[src/design/rvm_defs.svh]
// Register offsets, field positions, reset values and scaling constants.
`ifndef RVM_DEFS_SVH
`define RVM_DEFS_SVH

`define RVM_OFS_VOUT_HIGH     8'h05
`define RVM_OFS_IRQ_MASK      8'h06
`define RVM_OFS_IRQ_STATUS    8'h07

`define RVM_VOUT_HIGH_RST     7'h38
`define RVM_IRQ_MASK_RST      4'h0
`define RVM_STATUS_RST        4'h0

`define RVM_BIT_THERMAL       3
`define RVM_BIT_POWER_GOOD    2
`define RVM_BIT_OVERVOLTAGE   1
`define RVM_BIT_OVERCURRENT   0

`define RVM_GPIO_CFG_VSEL     3'h3
`define RVM_VOUT_BASE_MV      13'h0a28
`define RVM_VOUT_STEP_MV      13'h0014

`endif

[src/design/rvm_pkg.sv]
// Types shared by the regulator register bank modules.
package rvm_pkg;

   typedef struct packed {
      logic       primed;
      logic [3:0] prev;
      logic [3:0] flags;
   } rvm_latch_state_type;

   typedef struct packed {
      logic [6:0]  vout_high;
      logic [3:0]  mask;
      logic [7:0]  rdata;
      logic        irq;
      logic        vsel_active;
      logic [12:0] target_mv;
   } rvm_bank_state_type;

endpackage

[src/design/rvm_event_latch.sv]
// Sticky event flags with edge detection and clear-on-read.
`timescale 1ns/10ps
`include "rvm_defs.svh"

module rvm_event_latch
   import rvm_pkg::*;
(
   // Clock and reset.
   input  wire logic       clock,
   input  wire logic       sys_rst,
   // Sources, each already turned so that a rising edge is the event.
   input  wire logic [3:0] src_rise,
   // Clear pulse from a status read.
   input  wire logic       clear,
   // Sticky flags.
   output logic      [3:0] flags
);

   rvm_latch_state_type state_reg;
   rvm_latch_state_type state_next;

   always_comb begin
      state_next        = state_reg;
      state_next.prev   = src_rise;
      state_next.primed = 1'b1;
      // The first cycle after reset only samples, so a source that is
      // already active at release does not fake an edge.
      if (clear) begin
         state_next.flags = 4'h0;
      end
      if (state_reg.primed) begin
         // Set wins over a clear in the same cycle.
         state_next.flags = state_next.flags
                          | (src_rise & ~state_reg.prev);
      end
   end

   always_ff @(posedge clock) begin
      if (sys_rst) begin
         state_reg.primed <= 1'b0;
         state_reg.prev   <= 4'h0;
         state_reg.flags  <= `RVM_STATUS_RST;
      end else begin
         state_reg <= state_next;
      end
   end

   assign flags = state_reg.flags;

endmodule

[src/design/rvm_regs.sv]
// Alternate output-voltage and interrupt mask/status register bank.
`timescale 1ns/10ps
`include "rvm_defs.svh"

module rvm_regs
   import rvm_pkg::*;
(
   // Clock and reset.
   input  wire logic        clock,
   input  wire logic        sys_rst,
   // Register access port.
   input  wire logic [7:0]  reg_addr,
   input  wire logic        reg_wr,
   input  wire logic [7:0]  reg_wdata,
   input  wire logic        reg_rd,
   output logic      [7:0]  reg_rdata,
   // Regulator condition inputs.
   input  wire logic        thermal_shutdown_state,
   input  wire logic        regulator_power_good_n,
   input  wire logic        regulator_overvoltage_state,
   input  wire logic        regulator_overcurrent_state,
   // Multifunction pin.
   input  wire logic [2:0]  gpio_cfg,
   input  wire logic        gpio_level,
   // Results.
   output logic      [6:0]  output_voltage_high_sel,
   output logic             vout_high_active,
   output logic      [12:0] vout_high_target_mv,
   output logic             irq_active
);

   ////////////////////////////////////////////////////////////////////////

   rvm_bank_state_type state_reg;
   rvm_bank_state_type state_next;
   logic [3:0]         src_rise;
   logic [3:0]         status;
   logic               status_read;

   // Linear code to millivolts. The product of the code and the step stays
   // well inside 13 bits, so the sized cast drops no meaningful bit.
   function automatic logic [12:0] code_to_mv(input logic [6:0] code);
      logic [12:0] steps;
      steps = {6'h00, code};
      code_to_mv = 13'(`RVM_VOUT_BASE_MV + steps * `RVM_VOUT_STEP_MV);
   endfunction

   ////////////////////////////////////////////////////////////////////////

   always_comb begin
      src_rise = 4'h0;
      src_rise[`RVM_BIT_THERMAL]     = thermal_shutdown_state;
      // Power-good is flagged on the falling edge of its low-true input.
      src_rise[`RVM_BIT_POWER_GOOD]  = ~regulator_power_good_n;
      src_rise[`RVM_BIT_OVERVOLTAGE] = regulator_overvoltage_state;
      src_rise[`RVM_BIT_OVERCURRENT] = regulator_overcurrent_state;
   end

   assign status_read = reg_rd && (reg_addr == `RVM_OFS_IRQ_STATUS);

   rvm_event_latch u_event_latch (
      .clock    (clock),
      .sys_rst  (sys_rst),
      .src_rise (src_rise),
      .clear    (status_read),
      .flags    (status)
   );

   ////////////////////////////////////////////////////////////////////////

   always_comb begin
      state_next = state_reg;
      if (reg_wr) begin
         case (reg_addr)
            `RVM_OFS_VOUT_HIGH: begin
               state_next.vout_high = reg_wdata[6:0];
            end
            `RVM_OFS_IRQ_MASK: begin
               state_next.mask = reg_wdata[3:0];
            end
            default: begin
            end
         endcase
      end
      if (reg_rd) begin
         case (reg_addr)
            `RVM_OFS_VOUT_HIGH: begin
               state_next.rdata = {1'b0, state_reg.vout_high};
            end
            `RVM_OFS_IRQ_MASK: begin
               state_next.rdata = {4'h0, state_reg.mask};
            end
            `RVM_OFS_IRQ_STATUS: begin
               state_next.rdata = {4'h0, status};
            end
            default: begin
               state_next.rdata = 8'h00;
            end
         endcase
      end
      // Indication follows the flags by one cycle; a masked flag stays
      // pending and raises it as soon as its mask bit is cleared.
      state_next.irq = |(status & ~state_reg.mask);
      state_next.vsel_active = (gpio_cfg == `RVM_GPIO_CFG_VSEL)
                             && gpio_level;
      state_next.target_mv = code_to_mv(state_reg.vout_high);
   end

   always_ff @(posedge clock) begin
      if (sys_rst) begin
         state_reg.vout_high   <= `RVM_VOUT_HIGH_RST;
         state_reg.mask        <= `RVM_IRQ_MASK_RST;
         state_reg.rdata       <= 8'h00;
         state_reg.irq         <= 1'b0;
         state_reg.vsel_active <= 1'b0;
         state_reg.target_mv   <= 13'h0000;
      end else begin
         state_reg <= state_next;
      end
   end

   assign reg_rdata               = state_reg.rdata;
   assign output_voltage_high_sel = state_reg.vout_high;
   assign vout_high_active        = state_reg.vsel_active;
   assign vout_high_target_mv     = state_reg.target_mv;
   assign irq_active              = state_reg.irq;

endmodule

[config.mk]
export PLATFORM = sky130hd
export DESIGN_NAME = rvm_regs
export DESIGN_NICKNAME = d
export VERILOG_FILES = /design/src/design/rvm_pkg.sv /design/src/design/rvm_event_latch.sv /design/src/design/rvm_regs.sv
export VERILOG_INCLUDE_DIRS = /design/src /design/src/design
export SDC_FILE = /design/constraint.sdc
export NUM_CORES = 1
export LEC_CHECK = 0
export BUFFER_PORTS_ARGS = -buffer_cell sky130_fd_sc_hd__buf_2
export CORE_MARGIN = 2
export CORE_UTILIZATION = 45
export CTS_CLUSTER_DIAMETER = 120
export DETAILED_ROUTE_END_ITERATION = 12
export PLACE_DENSITY = 0.75
export SYNTH_ARGS = -nofsm -noshare
export SYNTH_HDL_FRONTEND = slang
export SYNTH_HIERARCHICAL = 1
export SYNTH_SLANG_ARGS = --single-unit
[constraint.sdc]
create_clock -name clock -period 3.6 [get_ports clock]
set_input_delay 0.18 -clock clock [delete_from_list [all_inputs] [get_ports clock]]
set_output_delay 0.18 -clock clock [all_outputs]
set_load 0.01 [all_outputs]
## Word-level counts from Yosys, hierarchy flattened

Index checks and enable logic that the tools add are counted.

| cells by class | value |
|---|---|
| add/subtract/negate cells | 1 |
| multipliers | 1 |
| divide/modulo/power cells | 0 |
| order comparisons | 0 |
| equal/unequal tests | 4 |
| shifts and indexed selects | 0 |
| mux-type cells | 4 |
| bitwise operators | 6 |
| reductions and logical operators | 5 |

Operators by type and width:

| cell | number |
|---|---|
| equality test 8 x 3 -> 1 bit (second input constant) | 3 |
| one-hot mux 7 bit (3 select lines) | 1 |
| adder 12 x 12 -> 13 bit (first input constant) | 1 |
| multiplier 7 x 3 -> 10 bit (second input constant) | 1 |
| 2-to-1 mux 9 bit | 1 |
| AND 4 bit | 2 |
| 2-to-1 mux 4 bit | 2 |
| NOT 4 bit | 2 |
| bitwise OR 4 bit | 1 |
| AND reduction 2 bit | 2 |
| OR reduction 4 bit | 1 |
| equality test 3 x 2 -> 1 bit (second input constant) | 1 |
| logical AND 1 bit | 2 |
| NOT 1 bit | 1 |

| storage, ports and cells | value |
|---|---|
| bits in registers | 43 |
| bits in latches | 0 |
| RAM bits | 0 |
| memory bits (read-only) | 0 |
| input port bits | 28 |
| output and inout bits | 30 |
| word-level logic and storage cells | 30 |
| memories | 0 |

## Depth between registers and ports, before layout

| logic depth | value |
|---|---|
| depth after elaboration | 6 |
| depth in mapped cells | 9 |
| depth with buffers taken out | 9 |

## By module

Netlist, hierarchy kept.

Modules (own cells, without submodules):

| module | times used | cells each | area each (um2) | seq. area each (um2) |
|---|---|---|---|---|
| rvm_regs | 1 | 199 | 1804.2 | 620.6 |
| rvm_event_latch | 1 | 31 | 319.1 | 180.2 |

## Worst setup path before layout

Ideal clock, no wire load.

| timing path | value |
|---|---|
| path type | register to register |
| start point | register state_reg (netlist bit output_voltage_high_sel[1]) |
| end point | register state_reg (netlist bit vout_high_target_mv[12]) |
| setup time | 0.103 ns |
| arrival | 2.400 ns |
| data required time | 3.497 ns |
| setup slack | 1.097 ns |
| stages on the path, launching flop included | 9 |
| buffers on the path | 0 |
| clock period less this slack | 2.503 ns |
| cells stage by stage | dfxtp_1 > ha_1 > ha_1 > inv_1 > fa_1 > or3_4 > nor3_2 > o21ai_1 > a2111oi_2 |

| between the ends | value |
|---|---|
| word-level cells in the longest chain between the ends | 2 |

RTL lines:

| what | RTL line | RTL |
|---|---|---|
| start: declaration | rvm_regs.sv:34 | `rvm_bank_state_type state_reg;` |
| start signal: assignment | rvm_regs.sv:118 | `state_reg <= state_next;` |
| multiplier 7 x 3 -> 10 bit (no line) | - |  |
| adder 12 x 12 -> 13 bit (no line) | - |  |

Every way passes these cells.
A chain may end at the register's enable or synchronous reset.

## Final worst setup path

Ends and elaborated chain as after synthesis.

==> impl_metrics.py <==
metrics = {
    "run_status": {
        "status": "finished, final reports clean",
    },
    "place": {
        "place_ws_ps": 882,
        "finalWeightedCongestion": 0.817,
        "io_buffers": 53,
        "place_area_um2": 2190,
        "dp_hpwl_mm": 2.86,
    },
    "layout": {
        "finish.utilization_pct": 51.1,
        "layout-drive-gt1-share_pct": 27.2,
        "area_growth_pct": 6.95,
        "largest_register_ffs": 11,
        "final_nets": 294,
        "stdcell_area_um2": 2270,
        "fill_cells": 451,
        "diodes": 0,
    },
    "timing": {
        "fin_setup_tns_ps": 0,
        "rsz0062_at_grt": "false",
        "tightest_slew_ps": 666,
        "final_max_slew_viol_count": 0,
        "fmax_ghz": 0.368,
        "layout_setup_ws_ps": 882,
        "setup_violations": 0,
        "fin_crit_ps": 2720,
        "max_slew_margin_pct": 55.6,
        "fin_crit_sh_pct": 75.5,
        "hold_violations": 0,
        "fin_hold_ws_ps": 97.2,
        "fin_worst_skew_ps": 4.67,
    },
    "cts": {
        "clock_latency_ps": 290,
        "clk_path_buf_depth": 2,
        "cts_tree": "done",
        "postCtsHoldBufs": 0,
        "htreeDepth": 2,
        "root_buffer": "clkbuf_8",
        "numCtsBuffers": 5,
        "ctsResizeCount": 0,
        "clk_pin_slew_worst_paths_ps": 70,
        "clock-sinks": 40,
        "postCtsSetupBuffers": 0,
    },
    "critical_path": {
        "worstSetupPathType": "register to register",
        "worst_ep_required_time_ps": 3790,
        "cp-end-kind": "register",
        "reg2reg_to": "vout_high_target_mv[12]",
        "arrival_ps": 2910,
        "r2r_cells": 8,
        "start_kind": "register",
        "crit_fanout": 7,
        "worstReg2RegStart": "output_voltage_high_sel[1]",
        "rrSetupSlack_ps": 880,
    },
    "yosys": {
        "synthTopCellsByCount": "dfxtp_1 (40), buf_4 (33), nor2_1 (29)",
        "yosysMostFrequentCell": "dfxtp_1",
        "synthAdderAreaFrac_pct": 7.42,
        "synth_top_family_by_area": "simple AND/OR/NAND/NOR gates",
        "yosysUniqueCellTypes": 46,
        "syn_avg_cell_area_um2": 9.23,
        "synthMuxAreaShare_pct": 6.25,
        "ys_warn_count": 6,
        "synth-xor-area-share_pct": 2.47,
        "synthArstFlopShare_pct": 0,
        "synth_top_cell_by_area": "dfxtp_1",
        "syn_area_um2": 2120,
        "synthSimpleGateAreaFrac_pct": 18.4,
        "synth_edf_count": 0,
        "ys.flop_type": "dfxtp_1",
        "synth_top_area_share_pct": 37.7,
        "synth-compound-area-share_pct": 12.7,
        "ys_ff_latch": 40,
        "syn_inst": 230,
        "synth.area.top_cells": "dfxtp_1 (38%), buf_4 (12%), ha_1 (6.5%), mux2i_1 (5.2%), nor2_1 (5.1%)",
        "ys_seq_area_share_pct": 37.7,
    },
    "routing": {
        "routed-wl-met3_um": 185,
        "m1WireLength_mm": 1.70,
        "drc": 0,
        "vias_per_cell": 5.01,
        "drt_wl_total_mm": 3.73,
        "drt_iter0_markers": 61,
        "met2_length_mm": 1.78,
        "ant_nets": 0,
        "routed.top_layer": "met4",
        "first_pass_iters": 4,
        "wl_per_cell_um": 12.2,
        "vias": 1533,
    },
    "power_and_ir_drop": {
        "leakagePower_nw": 1.12,
        "powerDensity_nw_per_um2": 348,
        "vdd_drop_max_uv": 181,
    },
    "hold_path": {
        "worstHoldStart": "reg_wdata[4]",
        "hold_path_end": "output_voltage_high_sel[4]",
        "hold_path_depth": 3,
        "hold_class": "input port to register",
    },
    "floorplan": {
        "die_h_um": 72.7,
        "initial_core_util_pct": 47.8,
        "die_w_um": 72.7,
        "dieArea_um2": 5280,
        "core_area_um2": 4440,
        "rows": 24,
        "io_pins": 58,
    },
    "run": {
        "drv_cap": 0,
    },
    "global_routing": {
        "grt_overflow_total": 0,
        "grt_usage_pct": 15.1,
        "grt_pass1_wl_mm": 6.13,
        "grt_pass1_vias": 1382,
        "grt_antenna_before_repair": 0,
        "grt_max_degree": 38,
    },
}
[stage by stage]
stage,total power [mW],cells
global route,0.828,306
CTS,0.806,306
global placement,0.525,299
detailed placement,0.526,299
floorplan,0.513,232
finish,0.791,306
[cells in the final DEF, fill, tap and decap left out, types with 3 or more instances in the layout]
cell type  netlist  routed
buf_2            1      53
dfxtp_1         40      40
nor2_1          29      29
inv_1           13      13
a21oi_1         11      11
mux2i_1         11      11
ha_1            11      11
nand2_1          7       7
nor2b_1          7       7
a22oi_1          7       7
nand2b_1         5       5
clkbuf_8         0       5
o21ai_0          4       4
xor2_1           4       4
a2bb2oi_1        4       4
nand3b_1         4       4
conb_1           1       3
[power breakdown]
group	switching, mW	internal, mW
Sequential	0.00404	0.453
Combinational	0.0314	0.0271
Clock	0.144	0.132
Total	0.179	0.612
[worst max-delay path, stage by stage (launching register included)]
cell and delay, ps:
dfxtp_1 460, ha_1 280, ha_1 230, inv_1 70
fa_1 470, or3_4 430, nor3_2 200, o21ai_1 120
a2111oi_2 360
[routing by layer]
metal  global-route usage [%]  vias to the layer above
met4                     6.58                        0
li1                         -                      800
met2                     24.2                       37
met1                     18.7                      689
met5                        0                        -
met3                     4.83                        7
[cells by family (layout without fill, tap and decap cells)]
group,count (synthesis),count (layout)
simple gates,69,69
buf+inv,51,73
flops,40,40
compound gates,38,38
mux,13,13
fa+ha+maj,12,12
xor+xnor,6,6
other cells,1,3
[worst max-delay path by stage]
stage	startpoint	end	slack [ps]	depth (start not counted)
global placement	output_voltage_high_sel[1]	vout_high_target_mv[12]	930	8
floorplan	output_voltage_high_sel[1]	vout_high_target_mv[12]	1100	8
global route	output_voltage_high_sel[1]	vout_high_target_mv[12]	720	8
finish	output_voltage_high_sel[1]	vout_high_target_mv[12]	880	8
detailed placement	output_voltage_high_sel[1]	vout_high_target_mv[12]	880	8
CTS	output_voltage_high_sel[1]	vout_high_target_mv[12]	870	8
[cell type report]
cell class                      instances  area [um^2]  area share [%]
Clock inverter                          1         5.00           0.220
Clock buffer                            6         72.6            3.20
Inverter                               13         48.8            2.15
Tap cell                               52         65.1            2.87
Timing Repair Buffer                   53          265            11.7
Multi-Input combinational cell        141         1010            44.6
Sequential cell                        40          801            35.3
Note: power is estimated with default switching activity, not from simulation.
